### config.mk
export PLATFORM = sky130hd
export DESIGN_NAME = vst_timing
export DESIGN_NICKNAME = d
export VERILOG_FILES = /design/src/core/vst_pkg.sv /design/src/core/vst_timing.sv /design/src/core/vst_pin_sync.sv /design/src/core/vst_luma_delay.sv
export SDC_FILE = /design/constraint.sdc
export NUM_CORES = 1
export LEC_CHECK = 0
export ABC_AREA = 1
export BUFFER_PORTS_ARGS = -buffer_cell sky130_fd_sc_hd__buf_2
export CORE_AREA = 2 2 155 157
export CTS_BUF_LIST = sky130_fd_sc_hd__clkbuf_2 sky130_fd_sc_hd__clkbuf_4 sky130_fd_sc_hd__clkbuf_8
export DETAILED_ROUTE_END_ITERATION = 12
export DIE_AREA = 0 0 157 159
export GPL_TIMING_DRIVEN = 0
export MAX_ROUTING_LAYER = met4
export SYNTH_ARGS = -nofsm -noshare
export SYNTH_HDL_FRONTEND = slang
export SYNTH_SLANG_ARGS = --single-unit
### constraint.sdc
create_clock -name REF_CLK -period 3.9 [get_ports REF_CLK]
set_input_delay 1.17 -clock REF_CLK [delete_from_list [all_inputs] [get_ports REF_CLK]]
set_output_delay 1.17 -clock REF_CLK [all_outputs]
set_load 0.02 [all_outputs]
### src/core/vst_pkg.sv
// package for the video sync trigger timing block
// assumes one line-locked pixel clock and byte-wide register writes
package vst_pkg;
    // register subaddresses
    localparam logic [7:0] ADDR_HORIZ_TRIGGER_PHASE_LO   = 8'h6c;
    localparam logic [7:0] ADDR_HORIZ_TRIGGER_PHASE_VTRG = 8'h6d;
    localparam logic [7:0] ADDR_CTRL       = 8'h6e;
    // reset values
    localparam logic [7:0] HORIZ_TRIGGER_PHASE_LO_RESET   = 8'h00;
    localparam logic [7:0] HORIZ_TRIGGER_PHASE_VTRG_RESET = 8'h00;
    localparam logic [7:0] CTRL_RESET       = 8'h40;
    // field positions
    localparam int HORIZ_TRIGGER_PHASE_HI_LSB = 5;
    localparam int VERT_TRIGGER_PHASE_MSB    = 4;
    localparam int CTRL_SBLANK  = 7;
    localparam int CTRL_FBLANK  = 6;
    localparam int CTRL_SUBCARRIER_PHASE_RESET_MODE   = 4;
    localparam int CTRL_LUMA_DELAY_SELECT    = 2;
    localparam int CTRL_FLEN    = 0;
    // line lengths in pixel clocks, by field rate select
    localparam logic [10:0] LINE_LEN_50 = 11'h6c0;
    localparam logic [10:0] LINE_LEN_60 = 11'h6b4;
    // field lengths in half lines
    localparam logic [9:0] FLEN_50_INTL = 10'h271;
    localparam logic [9:0] FLEN_50_SHRT = 10'h270;
    localparam logic [9:0] FLEN_50_LONG = 10'h272;
    localparam logic [9:0] FLEN_60_INTL = 10'h20d;
    localparam logic [9:0] FLEN_60_SHRT = 10'h20c;
    localparam logic [9:0] FLEN_60_LONG = 10'h20e;
    // counter value that marks the leading slope of horizontal sync
    localparam logic [10:0] HSYNC_LEAD = 11'h04f;
    // vertical sync output width in half lines
    localparam logic [9:0] VSYNC_HALF_LINES = 10'h006;
    // standard active line windows (line within field)
    localparam logic [8:0] STD50_FIRST = 9'h017;
    localparam logic [8:0] STD50_LAST  = 9'h136;
    localparam logic [8:0] STD60_FIRST = 9'h014;
    localparam logic [8:0] STD60_LAST  = 9'h106;
    // blanking levels
    localparam logic [7:0] BLANK_LUMA   = 8'h10;
    localparam logic [7:0] BLANK_CHROMA = 8'h80;
    // field sequence lengths
    localparam logic [3:0] SEQ_LEN_BASE  = 4'h4;
    localparam logic [3:0] SEQ_LEN_PAL   = 4'h8;
    localparam logic [3:0] SEQ_LEN_SECAM = 4'hc;

    typedef enum logic [1:0] {
        SYNC_VERT_PER_FIELD = 2'h0,
        SYNC_ODD_EVEN_FRAME = 2'h1,
        SYNC_FIELD_SEQUENCE = 2'h2,
        SYNC_UNDEFINED      = 2'h3
    } vst_sync_type_type;

    typedef struct packed {
        logic [7:0] luma;
        logic [7:0] chroma;
    } vst_sample_type;
endpackage

### src/core/vst_timing.sv
// sync-slave timing control: trigger phases, field length, blanking,
// subcarrier phase reset cadence and luma delay
// assumes REF_CLK is the line-locked pixel clock and sync pins are async
//
// Behaviour
// - sync type field picks per-field, odd/even frame or field-sequence
// - field sequence expects the reference every 4, 8 or 12 fields
// - 11-bit horizontal phase: low byte, top three bits in next byte
// - horizontal phase is measured from the active trigger pin edge
// - a larger horizontal phase shortens all internal timing delays
// - phase 79 puts horizontal sync lead on the trigger edge
// - 5-bit vertical phase in half lines, larger shortens delays
// - blanking from active line inputs, or forced standard interval
// - force-blank bit holds the output at blanking level
// - mode 0: no phase reset, except real-time input when enabled
// - mode 1: phase reset every two lines, or every line for SECAM
// - mode 2 resets every eight fields, mode 3 every four fields
// - luma delayed 0 to 3 clocks against chroma
// - field length code 0: interlaced, 625 or 525 half lines
// - field length code 1: 312 or 262 lines per field
// - field length code 2: 313 or 263 lines per field
// - polarity bit picks falling pin A edge in, active low out; pin B always triggers on its rising edge
// - horizontal source bit takes pin B unless embedded sync
// - direction bit makes pin A an output
module vst_timing (
    input  wire logic                   REF_CLK,
    input  wire logic                   RST_N,
    input  wire logic                   REG_WR,
    input  wire logic                   REG_RD,
    input  wire logic [7:0]             REG_ADDR,
    input  wire logic [7:0]             REG_WDATA,
    output logic      [7:0]             REG_RDATA,
    input  wire logic [1:0]             SYNC_A_TYPE,
    input  wire logic                   SYNC_A_POLARITY,
    input  wire logic                   SYNC_A_DIRECTION,
    input  wire logic                   HORIZ_SOURCE_SELECT,
    input  wire logic                   EMBEDDED_SYNC_MODE,
    input  wire logic                   FIELD_RATE_SELECT,
    input  wire logic                   PAL_SEQUENCE,
    input  wire logic                   SECAM_SELECT,
    input  wire logic                   REALTIME_CONTROL_ENABLE,
    input  wire logic                   REALTIME_CONTROL_INPUT,
    input  wire logic [8:0]             FIRST_ACTIVE_LINE,
    input  wire logic [8:0]             LAST_ACTIVE_LINE,
    input  wire logic                   SYNC_PIN_A_I,
    output logic                        SYNC_PIN_A_O,
    output logic                        SYNC_PIN_A_OE,
    input  wire logic                   SYNC_PIN_B_I,
    input  wire vst_pkg::vst_sample_type VIDEO_IN,
    output vst_pkg::vst_sample_type     VIDEO_OUT,
    output logic                        HSYNC_OUT,
    output logic                        VBLANK_OUT,
    output logic                        FIELD_EVEN_OUT,
    output logic                        SC_PHASE_RESET,
    output logic                        FIELD_SEQUENCE_PULSE_MISMATCH
);
    logic [7:0]  horiz_trigger_phase_lo_reg;
    logic [7:0]  horiz_trigger_phase_vtrg_reg;
    logic [7:0]  ctrl_reg;
    logic [7:0]  rdata_reg;
    logic [10:0] horiz_trigger_phase;
    logic [9:0]  vert_trigger_phase;
    logic        sblank;
    logic        fblank;
    logic [1:0]  subcarrier_phase_reset_mode;
    logic [1:0]  luma_delay_select;
    logic [1:0]  flen_sel;
    vst_pkg::vst_sync_type_type sync_type;

    logic [2:0]  pin_rise;
    logic [2:0]  pin_fall;
    logic        a_edge;
    logic        b_edge;
    logic        rtc_edge;
    logic        h_edge;
    logic        v_edge;

    logic [10:0] h_cnt_reg;
    logic [10:0] line_len;
    logic [9:0]  flen;
    logic        half_tick;
    logic        line_tick;
    logic        field_end;
    logic [9:0]  fh_cnt_reg;
    logic [8:0]  line_in_field;
    logic        field_even_reg;
    logic [3:0]  seq_cnt_reg;
    logic [3:0]  seq_len;
    logic [2:0]  field_mod8_reg;
    logic        mismatch_reg;
    logic        hsync_reg;
    logic        vblank_reg;
    logic        sc_reset_next;
    logic        sc_reset_reg;
    logic        pin_a_level;
    logic        pin_a_o_reg;
    logic        blank_now;
    logic [7:0]  luma_dly;
    logic [7:0]  chroma_reg;
    vst_pkg::vst_sample_type video_out_reg;

    // register port: byte writes at the three subaddresses
    always_ff @(posedge REF_CLK) begin
        if (!RST_N) begin
            horiz_trigger_phase_lo_reg   <= vst_pkg::HORIZ_TRIGGER_PHASE_LO_RESET;
            horiz_trigger_phase_vtrg_reg <= vst_pkg::HORIZ_TRIGGER_PHASE_VTRG_RESET;
            ctrl_reg       <= vst_pkg::CTRL_RESET;
        end else if (REG_WR) begin
            unique case (REG_ADDR)
                vst_pkg::ADDR_HORIZ_TRIGGER_PHASE_LO:   horiz_trigger_phase_lo_reg   <= REG_WDATA;
                vst_pkg::ADDR_HORIZ_TRIGGER_PHASE_VTRG: horiz_trigger_phase_vtrg_reg <= REG_WDATA;
                vst_pkg::ADDR_CTRL:       ctrl_reg       <= REG_WDATA;
                default: ;
            endcase
        end
    end

    // read data is registered; unmapped subaddresses read as zero
    always_ff @(posedge REF_CLK) begin
        if (!RST_N) begin
            rdata_reg <= 8'h00;
        end else if (REG_RD) begin
            unique case (REG_ADDR)
                vst_pkg::ADDR_HORIZ_TRIGGER_PHASE_LO:   rdata_reg <= horiz_trigger_phase_lo_reg;
                vst_pkg::ADDR_HORIZ_TRIGGER_PHASE_VTRG: rdata_reg <= horiz_trigger_phase_vtrg_reg;
                vst_pkg::ADDR_CTRL:       rdata_reg <= ctrl_reg;
                default:                  rdata_reg <= 8'h00;
            endcase
        end
    end
    assign REG_RDATA = rdata_reg;

    // field decode
    assign horiz_trigger_phase = {horiz_trigger_phase_vtrg_reg[7:vst_pkg::HORIZ_TRIGGER_PHASE_HI_LSB],
                    horiz_trigger_phase_lo_reg};
    assign vert_trigger_phase = {5'h00, horiz_trigger_phase_vtrg_reg[vst_pkg::VERT_TRIGGER_PHASE_MSB:0]};
    assign sblank   = ctrl_reg[vst_pkg::CTRL_SBLANK];
    assign fblank   = ctrl_reg[vst_pkg::CTRL_FBLANK];
    assign subcarrier_phase_reset_mode    = ctrl_reg[vst_pkg::CTRL_SUBCARRIER_PHASE_RESET_MODE +: 2];
    assign luma_delay_select     = ctrl_reg[vst_pkg::CTRL_LUMA_DELAY_SELECT +: 2];
    assign flen_sel = ctrl_reg[vst_pkg::CTRL_FLEN +: 2];
    // undefined code 3 falls back to the per-field default
    assign sync_type = (SYNC_A_TYPE == 2'h3) ?
        vst_pkg::SYNC_VERT_PER_FIELD :
        vst_pkg::vst_sync_type_type'(SYNC_A_TYPE);

    vst_pin_sync #(
        .WIDTH (3)
    ) u_pin_sync (
        .clk   (REF_CLK),
        .rst_n (RST_N),
        .pin   ({REALTIME_CONTROL_INPUT, SYNC_PIN_B_I, SYNC_PIN_A_I}),
        .rise  (pin_rise),
        .fall  (pin_fall)
    );

    // pin A edges only count while it is an input
    assign a_edge = !SYNC_A_DIRECTION &&
        (SYNC_A_POLARITY ? pin_fall[0] : pin_rise[0]);
    assign b_edge   = pin_rise[1];
    assign rtc_edge = pin_rise[2];
    // embedded sync decoding lives elsewhere; pin A then stays in use
    assign h_edge = (HORIZ_SOURCE_SELECT && !EMBEDDED_SYNC_MODE) ?
        b_edge : a_edge;
    assign v_edge = a_edge;

    // horizontal counter; loading the phase moves every internal event
    assign line_len = FIELD_RATE_SELECT ? vst_pkg::LINE_LEN_60
                                        : vst_pkg::LINE_LEN_50;
    always_ff @(posedge REF_CLK) begin
        if (!RST_N) begin
            h_cnt_reg <= 11'h000;
        end else if (h_edge) begin
            h_cnt_reg <= horiz_trigger_phase;
        end else if (h_cnt_reg >= line_len - 11'h001) begin
            // out-of-range phases simply wrap on the next clock
            h_cnt_reg <= 11'h000;
        end else begin
            h_cnt_reg <= h_cnt_reg + 11'h001;
        end
    end

    assign line_tick = (h_cnt_reg == 11'h000);
    assign half_tick = line_tick || (h_cnt_reg == {1'b0, line_len[10:1]});

    always_ff @(posedge REF_CLK) begin
        if (!RST_N) begin
            hsync_reg <= 1'b0;
        end else begin
            hsync_reg <= (h_cnt_reg == vst_pkg::HSYNC_LEAD);
        end
    end
    assign HSYNC_OUT = hsync_reg;

    // field length in half lines
    always_comb begin
        unique case (flen_sel)
            2'h1: flen = FIELD_RATE_SELECT ? vst_pkg::FLEN_60_SHRT
                                           : vst_pkg::FLEN_50_SHRT;
            2'h2: flen = FIELD_RATE_SELECT ? vst_pkg::FLEN_60_LONG
                                           : vst_pkg::FLEN_50_LONG;
            default: flen = FIELD_RATE_SELECT ? vst_pkg::FLEN_60_INTL
                                              : vst_pkg::FLEN_50_INTL;
        endcase
    end
    assign field_end = half_tick && (fh_cnt_reg >= flen - 10'h001);

    // half-line counter within the field
    always_ff @(posedge REF_CLK) begin
        if (!RST_N) begin
            fh_cnt_reg <= 10'h000;
        end else if (v_edge) begin
            fh_cnt_reg <= vert_trigger_phase;
        end else if (field_end) begin
            fh_cnt_reg <= 10'h000;
        end else if (half_tick) begin
            fh_cnt_reg <= fh_cnt_reg + 10'h001;
        end
    end
    assign line_in_field = fh_cnt_reg[9:1];

    // field parity and sequence position
    assign seq_len = SECAM_SELECT ? vst_pkg::SEQ_LEN_SECAM :
                     PAL_SEQUENCE ? vst_pkg::SEQ_LEN_PAL :
                                    vst_pkg::SEQ_LEN_BASE;
    always_ff @(posedge REF_CLK) begin
        if (!RST_N) begin
            field_even_reg <= 1'b0;
            seq_cnt_reg    <= 4'h0;
        end else if (v_edge &&
                     sync_type != vst_pkg::SYNC_VERT_PER_FIELD) begin
            // frame and sequence references mark the odd field start
            field_even_reg <= 1'b0;
            if (sync_type == vst_pkg::SYNC_FIELD_SEQUENCE) begin
                seq_cnt_reg <= 4'h0;
            end
        end else if (field_end) begin
            field_even_reg <= !field_even_reg;
            seq_cnt_reg <= (seq_cnt_reg >= seq_len - 4'h1) ?
                           4'h0 : seq_cnt_reg + 4'h1;
        end
    end
    assign FIELD_EVEN_OUT = field_even_reg;

    // a sequence reference away from the expected field is flagged
    always_ff @(posedge REF_CLK) begin
        if (!RST_N) begin
            mismatch_reg <= 1'b0;
        end else begin
            mismatch_reg <= v_edge &&
                sync_type == vst_pkg::SYNC_FIELD_SEQUENCE &&
                !(seq_cnt_reg == 4'h0 && fh_cnt_reg <= vert_trigger_phase + 10'h002);
        end
    end
    assign FIELD_SEQUENCE_PULSE_MISMATCH = mismatch_reg;

    always_ff @(posedge REF_CLK) begin
        if (!RST_N) begin
            field_mod8_reg <= 3'h0;
        end else if (field_end) begin
            field_mod8_reg <= field_mod8_reg + 3'h1;
        end
    end

    // subcarrier phase reset cadence
    always_comb begin
        unique case (subcarrier_phase_reset_mode)
            2'h0: sc_reset_next = REALTIME_CONTROL_ENABLE && rtc_edge;
            2'h1: sc_reset_next = line_tick &&
                      (SECAM_SELECT || !line_in_field[0]);
            2'h2: sc_reset_next = field_end && field_mod8_reg == 3'h7;
            2'h3: sc_reset_next = field_end && field_mod8_reg[1:0] == 2'h3;
        endcase
    end
    always_ff @(posedge REF_CLK) begin
        if (!RST_N) begin
            sc_reset_reg <= 1'b0;
        end else begin
            sc_reset_reg <= sc_reset_next;
        end
    end
    assign SC_PHASE_RESET = sc_reset_reg;

    // vertical blanking
    always_ff @(posedge REF_CLK) begin
        if (!RST_N) begin
            vblank_reg <= 1'b1;
        end else if (sblank) begin
            vblank_reg <= FIELD_RATE_SELECT ?
                (line_in_field < vst_pkg::STD60_FIRST ||
                 line_in_field > vst_pkg::STD60_LAST) :
                (line_in_field < vst_pkg::STD50_FIRST ||
                 line_in_field > vst_pkg::STD50_LAST);
        end else begin
            vblank_reg <= line_in_field < FIRST_ACTIVE_LINE ||
                          line_in_field > LAST_ACTIVE_LINE;
        end
    end
    assign VBLANK_OUT = vblank_reg;

    // pin A as output: sync form follows the selected type
    always_comb begin
        unique case (sync_type)
            vst_pkg::SYNC_ODD_EVEN_FRAME:
                pin_a_level = !field_even_reg;
            vst_pkg::SYNC_FIELD_SEQUENCE:
                pin_a_level = seq_cnt_reg == 4'h0 &&
                              fh_cnt_reg < vst_pkg::VSYNC_HALF_LINES;
            default:
                pin_a_level = fh_cnt_reg < vst_pkg::VSYNC_HALF_LINES;
        endcase
    end
    always_ff @(posedge REF_CLK) begin
        if (!RST_N) begin
            pin_a_o_reg <= 1'b0;
        end else begin
            pin_a_o_reg <= pin_a_level ^ SYNC_A_POLARITY;
        end
    end
    assign SYNC_PIN_A_O  = pin_a_o_reg;
    assign SYNC_PIN_A_OE = SYNC_A_DIRECTION;

    // video path: luma delayed against a one-register chroma path
    vst_luma_delay #(
        .WIDTH (8)
    ) u_luma_delay (
        .clk   (REF_CLK),
        .rst_n (RST_N),
        .sel   (luma_delay_select),
        .din   (VIDEO_IN.luma),
        .dout  (luma_dly)
    );
    always_ff @(posedge REF_CLK) begin
        if (!RST_N) begin
            chroma_reg <= vst_pkg::BLANK_CHROMA;
        end else begin
            chroma_reg <= VIDEO_IN.chroma;
        end
    end

    // forced blanking wins over everything; it is on from reset
    assign blank_now = fblank || vblank_reg;
    always_ff @(posedge REF_CLK) begin
        if (!RST_N) begin
            video_out_reg.luma   <= vst_pkg::BLANK_LUMA;
            video_out_reg.chroma <= vst_pkg::BLANK_CHROMA;
        end else if (blank_now) begin
            video_out_reg.luma   <= vst_pkg::BLANK_LUMA;
            video_out_reg.chroma <= vst_pkg::BLANK_CHROMA;
        end else begin
            video_out_reg.luma   <= luma_dly;
            video_out_reg.chroma <= chroma_reg;
        end
    end
    assign VIDEO_OUT = video_out_reg;

    chk_reset_defaults : assert property (
        @(posedge REF_CLK) $rose(RST_N) |->
        ctrl_reg == vst_pkg::CTRL_RESET && horiz_trigger_phase_lo_reg == 8'h00)
        else $error("control register not at default after reset");

    chk_horiz_trigger_phase_load : assert property (
        @(posedge REF_CLK) disable iff (!RST_N)
        h_edge |=> h_cnt_reg == $past(horiz_trigger_phase))
        else $error("horizontal phase not loaded on trigger edge");

    chk_hsync_mark : assert property (
        @(posedge REF_CLK) disable iff (!RST_N)
        (h_edge && horiz_trigger_phase == 11'h04f) |=> ##1 hsync_reg)
        else $error("hsync lead not aligned at phase 79");

    chk_vert_trigger_phase_load : assert property (
        @(posedge REF_CLK) disable iff (!RST_N)
        v_edge |=> fh_cnt_reg == $past(vert_trigger_phase))
        else $error("vertical phase not loaded on reference");

    chk_field_wrap : assert property (
        @(posedge REF_CLK) disable iff (!RST_N)
        (field_end && !v_edge) |=> fh_cnt_reg == 10'h000)
        else $error("field did not wrap at its length");

    chk_short_field : assert property (
        @(posedge REF_CLK) disable iff (!RST_N)
        (flen_sel == 2'h1 && !FIELD_RATE_SELECT) |-> flen == 10'h270)
        else $error("312 line field length wrong");

    chk_long_field : assert property (
        @(posedge REF_CLK) disable iff (!RST_N)
        (flen_sel == 2'h2 && !FIELD_RATE_SELECT) |-> flen == 10'h272)
        else $error("313 line field length wrong");

    chk_force_blank : assert property (
        @(posedge REF_CLK) disable iff (!RST_N)
        fblank |=> VIDEO_OUT.luma == vst_pkg::BLANK_LUMA &&
                   VIDEO_OUT.chroma == vst_pkg::BLANK_CHROMA)
        else $error("output not held at blanking level");

    chk_subcarrier_phase_reset_mode_none : assert property (
        @(posedge REF_CLK) disable iff (!RST_N)
        (subcarrier_phase_reset_mode == 2'h0 && !REALTIME_CONTROL_ENABLE) |=> !sc_reset_reg)
        else $error("phase reset without a source");

    chk_subcarrier_phase_reset_mode_lines : assert property (
        @(posedge REF_CLK) disable iff (!RST_N)
        (subcarrier_phase_reset_mode == 2'h1 && line_tick && !line_in_field[0]) |=> sc_reset_reg)
        else $error("two-line phase reset missed");

    chk_pin_a_hold : assert property (
        @(posedge REF_CLK) disable iff (!RST_N)
        (SYNC_A_DIRECTION && !HORIZ_SOURCE_SELECT) |-> !h_edge && !v_edge)
        else $error("output pin A used as trigger");

    cov_h_trigger : cover property (
        @(posedge REF_CLK) disable iff (!RST_N) h_edge ##[1:3] hsync_reg);
    cov_field_end : cover property (
        @(posedge REF_CLK) disable iff (!RST_N) field_end && field_even_reg);
    cov_unblank : cover property (
        @(posedge REF_CLK) disable iff (!RST_N) $fell(fblank));
endmodule

### src/core/vst_pin_sync.sv
// three-flop synchronisers with agreed-level edge detection
// assumes pins are asynchronous to REF_CLK
module vst_pin_sync #(
    parameter int WIDTH = 3
) (
    input  wire logic             clk,
    input  wire logic             rst_n,
    input  wire logic [WIDTH-1:0] pin,
    output logic      [WIDTH-1:0] rise,
    output logic      [WIDTH-1:0] fall
);
    for (genvar i = 0; i < WIDTH; i++) begin : g_bit
        // per-bit flops keep each variable owned by one process
        logic s1_reg;
        logic s2_reg;
        logic s3_reg;
        logic level_reg;
        always_ff @(posedge clk) begin
            if (!rst_n) begin
                s1_reg    <= 1'b0;
                s2_reg    <= 1'b0;
                s3_reg    <= 1'b0;
                level_reg <= 1'b0;
            end else begin
                s1_reg <= pin[i];
                s2_reg <= s1_reg;
                s3_reg <= s2_reg;
                // a change counts only once stages two and three agree
                if (s2_reg == s3_reg) begin
                    level_reg <= s3_reg;
                end
            end
        end
        assign rise[i] = (s2_reg == s3_reg) && s3_reg && !level_reg;
        assign fall[i] = (s2_reg == s3_reg) && !s3_reg && level_reg;
    end
endmodule

### src/core/vst_luma_delay.sv
// selectable luma delay of 0 to 3 extra pixel clocks
// assumes the chroma path carries one fixed register to match
module vst_luma_delay #(
    parameter int WIDTH = 8
) (
    input  wire logic             clk,
    input  wire logic             rst_n,
    input  wire logic [1:0]       sel,
    input  wire logic [WIDTH-1:0] din,
    output logic      [WIDTH-1:0] dout
);
    logic [WIDTH-1:0] tap_reg [3];
    logic [WIDTH-1:0] out_reg;

    always_ff @(posedge clk) begin
        if (!rst_n) begin
            tap_reg[0] <= '0;
            tap_reg[1] <= '0;
            tap_reg[2] <= '0;
            out_reg    <= '0;
        end else begin
            tap_reg[0] <= din;
            tap_reg[1] <= tap_reg[0];
            tap_reg[2] <= tap_reg[1];
            out_reg <= (sel == 2'h0) ? din : tap_reg[sel - 2'h1];
        end
    end
    assign dout = out_reg;

    chk_luma_one_clock : assert property (
        @(posedge clk) disable iff (!rst_n)
        (sel == 2'h1)[*3] |-> out_reg == $past(din, 2))
        else $error("luma delay of one clock not seen");
endmodule

# Yosys cells after proc, flatten, opt, wreduce, memory -nomap -nowiden
# Memories as Yosys holds them, arrays and structs flattened.
# Cells that the tools add are included.
# word_totals
output_inout_bits,31
ff_bits,110
wordCells,155
mem_count,1
latchBits,0
rom_bits,0
mem_bits_rw,24
inputBits,67
# classes
eq_ne,19
mux,30
n_shift,0
n_reduce_logical,49
n_mul,0
add_sub_neg,9
n_lt_le_gt_ge,11
div,0
n_bitwise,5
# mem_list
memory,depth,word_bits,read_ports,rd_ports_with_merged_regs,write_ports,line_no,text
u_luma_delay.tap_reg,3,8,3,0,3,vst_luma_delay.sv:12,logic [WIDTH-1:0] tap_reg [3];
# ops
cell,count
8-bit two-way mux,4
7-bit two-way mux,4
"8-bit by 7-bit equality test with 1-bit output, second input constant",3
4-bit two-way mux,6
8-bit one-hot mux with 3 select lines,1
11-bit two-way mux,2
1-bit logical AND,20
"9-bit greater-than comparator, second input constant",2
"9-bit by 5-bit < comparator with 1-bit output, second input constant",2
5-bit two-way mux,3
7-bit one-hot mux with 2 select lines,1
"2-bit equality test, second input constant",6
"11-bit by 1-bit adder with 11-bit output, second input constant",1
11-bit by 10-bit equality test with 1-bit output,1
"11-bit by 7-bit equality test with 1-bit output, second input constant",1
11-bit greater-or-equal comparator,1
11-bit logical NOT,1
"10-bit by 2-bit subtractor with 11-bit output, second input constant",1
"10-bit by 1-bit adder with 10-bit output, second input constant",1
10-bit greater-or-equal comparator,1
10-bit by 6-bit less-or-equal comparator with 1-bit output,1
"10-bit by 3-bit < comparator with 1-bit output, second input constant",1
"10-bit by 1-bit subtractor with 10-bit output, second input constant",1
9-bit greater-than comparator,1
other kinds (27),57

# Depth between registers and ports, before layout
# depth
word_depth,8
depth_mapped,17
ltp_nobuf,17

# Modules after synthesis
# From an unflattened synthesis, not the netlist that was laid out.
# hier_totals
hier_cells,972
hier_area_um2,6886.6
# modules_own_cells
module,area_per_inst_um2,n_inst,cells_per_inst,seq_area_each_um2
vst_timing,5185.0,1,747,1801.7
vst_luma_delay,1178.6,1,155,640.6
vst_pin_sync,523.0,1,70,240.2

# Worst setup path before layout
# Ideal clock, no wire load.
# synth_timing
path_kind,in2reg
start,input port FIELD_RATE_SELECT
end,register fh_cnt_reg[5]
setup_slack_ns,1.109
t_arrival_ns,2.732
n_path_buf,1
setup_time_ns,0.059
t_required_ns,3.841
cell_stages,13
path_cell_list,buf_4 inv_1 ha_1 nand2_1 ha_1 nand2_1 nor2_1 a21oi_1 nand3_4 nand2_4 nand3_4 nor2_1 and2_1
# synth_via
elab_chain_len,6
elab_cells_between_ends,11
classes_between,1 x add/sub; 1 x order compare; 1 x eq/ne; 5 x mux; 3 x reduce/logical
# synth_lines
element,line_no,text
from (decl),vst_timing.sv:38,"input wire logic FIELD_RATE_SELECT,"
"7-bit two-way mux, on equally long branches","vst_timing.sv:202, vst_timing.sv:198, vst_timing.sv:200",
7-bit one-hot mux with 2 select lines,vst_timing.sv:197,unique case (flen_sel)
10-bit by 1-bit subtractor with 10-bit output,vst_timing.sv:206,assign field_end = half_tick && (fh_cnt_reg >= flen - 10'h001);
10-bit greater-or-equal comparator,vst_timing.sv:206,
1-bit logical AND,vst_timing.sv:206,
3-bit OR reduction (no source line),--,
to (signal assigned),vst_timing.sv:213,fh_cnt_reg <= vert_trigger_phase;
to (signal assigned),vst_timing.sv:217,fh_cnt_reg <= fh_cnt_reg + 10'h001;
to (decl),vst_timing.sv:84,logic [9:0] fh_cnt_reg;
# Parallel ways exist; a longest one is shown, timed or not.
# A chain may end at the register's enable or synchronous reset.

# Worst setup path in the final report
# Same ends and word-level chain as after synthesis.

==> impl_metrics.py <==
metrics = {
    "outcome": {
        "outcome": "complete, no violations",
    },
    "sta": {
        "clock_skew_ns": 0.01336,
        "slew_headroom_pct": 49.15,
        "fmax_ghz": 0.3667,
        "worst_pin_slew_ns": 0.7628,
        "worst_slack_ns": 1.173,
        "hold_viol": 0,
        "final_max_slew_viol_count": 0,
        "holdWs_ns": 0.4088,
        "setup_violations": 0,
        "fin_setup_tns_ns": 0,
        "finalCriticalPeriod_ns": 2.727,
        "timing.final.crit_share_pct": 69.92,
        "rsz0062_at_grt": "no",
    },
    "route": {
        "vias_per_cell": 4.507,
        "routedWlPerCell_um": 12.85,
        "drt_first_pass_iters": 5,
        "vias": 6341,
        "wirelength_um": 18070,
        "first_iter_violations": 349,
        "antenna_left": 0,
        "post-route-drc-count": 0,
    },
    "worst_setup_path": {
        "ff2ff_setup_slack_ns": 1.38,
        "r2r-end": "u_luma_delay.dout[5]",
        "r2r_cells": 7,
        "start_kind": "input port",
        "rr_startpoint": "ctrl_reg[2]",
        "arrival_ns": 3.13,
        "path_cells": "buf_2 > buf_4 > inv_1 > ha_1 > nand2_1 > ha_1 > nand2_1 > nor2_1 > a21oi_1 > nand3_4 > nand2_4 > nand3_4 > nor2_1 > and2_1",
        "critical_path_required_ns": 4.30,
        "max_stage_delay_ns": 0.27,
        "critPathCaptureType": "flop",
        "crit_type": "in2reg",
        "cp_slowest_cell": "ha_1",
        "path_max_fanout": 10,
    },
    "clock_tree": {
        "max-clock-path-buffers": 2,
        "numCtsBuffers": 17,
        "cts_num_sinks": 134,
        "clk_latency_ns": 0.46,
        "cts_htree_levels": 4,
        "clock-root-buffer": "clkbuf_8",
        "cts_hold_buf": 0,
        "ctsResizeCount": 0,
        "clk_pin_slew_worst_paths_ns": 0.08,
        "postCtsSetupBuffers": 0,
        "cts_tree": "yes",
    },
    "synthesis": {
        "synth_ff_type": "dfxtp_1",
        "synth_top_cell_area_share_pct": 38.71,
        "ys_seq_elements": 134,
        "netlist_instances": 957,
        "syn_nets": 1079,
        "synth.most_common_cell": "nand2_1",
        "avgSynthCellArea_um2": 7.240,
        "synthesis.area_um2": 6929,
        "synth_largest_area_cell": "dfxtp_1",
        "yosys_warnings": 0,
        "yosysUniqueCellTypes": 38,
        "ys_seq_area_share_pct": 38.71,
        "synth_common_cells": "nand2_1, inv_1, dfxtp_1",
        "ys_top_cells_by_area": "dfxtp_1, nand2_1, ha_1",
        "synth_edf_count": 0,
        "async_flop_share_pct": 0,
    },
    "die": {
        "ios": 98,
        "die_h_um": 159,
        "num_rows": 56,
        "core_area_um2": 23190,
        "die_w_um": 157,
        "start_util_pct": 29.88,
        "die-area_um2": 24960,
    },
    "global_routing": {
        "grt_usage_pct": 15.41,
        "grt-ovfl-total": 0,
        "grt_pass1_vias": 6045,
        "grt_first_pass_wirelength_um": 29640,
        "grt_start_max_net_pins": 17,
        "antenna_found_initial": 3,
    },
    "place": {
        "place_hpwl_um": 13730,
        "placed_cell_area_um2": 7809,
        "place_inst": 1372,
        "gp_congestion": 0.8970,
        "placement.io_buffers": 96,
        "dpl_worst_slack_ns": 0.6887,
    },
    "layout": {
        "largest_reg_flops": 24,
        "final_core_util_pct": 35.24,
        "layout-drive-gt1-share_pct": 16.13,
        "nNetsFinal": 1194,
        "stdcell_count": 1407,
        "area_growth_pct": 17.97,
        "final_area_um2": 8174,
    },
    "worst_hold_path": {
        "hp-start": "u_luma_delay.dout[3]",
        "hold_path_class": "reg2reg",
        "min_delay_path_depth": 2,
        "whs_endpoint": "VIDEO_OUT[11]",
    },
    "power_and_ir_drop": {
        "power_mw": 2.724,
        "p_leak_nw": 3.898,
        "powerDensity_nw_per_um2": 333.3,
        "irDropWorstVdd_mv": 0.1896,
    },
    "run": {
        "drv_cap": 0,
    },
}
==> power by group <==
group	internal (mW)	switching (mW)
Clock	0.478	0.585
Combinational	0.0871	0.157
Sequential	1.40	0.0189
==> worst max-delay path, delay by kind of cell <==
kind	cells	cell delay, ns
simple gates	8	0.84
buf+inv	3	0.46
fa+ha+maj	2	0.44
compound gates	1	0.21
==> cell usage in the layout, fill, tap and decap left out, types with 2 or more instances in the layout <==
master	instances
nand2_1	201
inv_1	149
dfxtp_1	134
buf_2	100
a21oi_1	93
nor2_1	84
nand3_1	72
ha_1	55
o21ai_0	52
clkbuf_8	19
clkbuf_1	17
nor3_1	14
nand4_1	14
xor2_1	6
nand3_4	5
nand2_4	5
buf_4	4
or2_2	4
nand3_2	4
inv_2	4
nor4_1	4
inv_6	4
clkinv_2	4
diode_2	3
clkinv_1	3
nor3_4	3
nand2_2	3
o21ai_1	3
a21oi_2	3
clkinv_4	3
buf_6	2
nor3_2	2
nor2_4	2
o21a_1	2
clkinvlp_4	2
==> layer usage <==
layer / vias up / global-route usage, % / routed length (um)
li1: 3308 / - / -
met1: 2894 / 18.30 / 8254
met2: 117 / 26.12 / 8940
met3: 22 / 2.994 / 590
met4: 0 / 4.879 / 289
met5: - / - / 0
==> cell type report <==
type                    instances  area [um^2]
inverters                     156        585.6
fillers                      2534        15020
plain buffers                  28        140.1
multi-input cells             639         3521
flip-flops and latches        134         2683
diodes                          3        7.507
clock inverters                13        96.34
repair buffers                 96        480.5
well taps                     319        399.1
clock buffers                  19        261.5
==> worst max path at each step <==
stage                                 start             to  slack, ns  cells past startpoint
after floorplan           FIELD_RATE_SELECT  fh_cnt_reg[5]       1.11                     13
after CTS                 FIELD_RATE_SELECT  fh_cnt_reg[5]       1.18                     14
after global routing      FIELD_RATE_SELECT  fh_cnt_reg[5]       1.00                     14
after detailed placement  FIELD_RATE_SELECT  fh_cnt_reg[5]       0.69                     14
after global placement    FIELD_RATE_SELECT  fh_cnt_reg[5]       0.68                     14
final                     FIELD_RATE_SELECT  fh_cnt_reg[5]       1.17                     14
==> cells by family after synthesis <==
logic type                 share of synthesized area [%]
AOI/OAI and AO/OA                                  11.85
xor gates and xnor gates                          0.8848
adders and majority gates                          9.931
buffers and inverters                              10.47
DFF                                                38.71
and+or+nand+nor                                    28.15
Power figures use the tool's default switching activity.
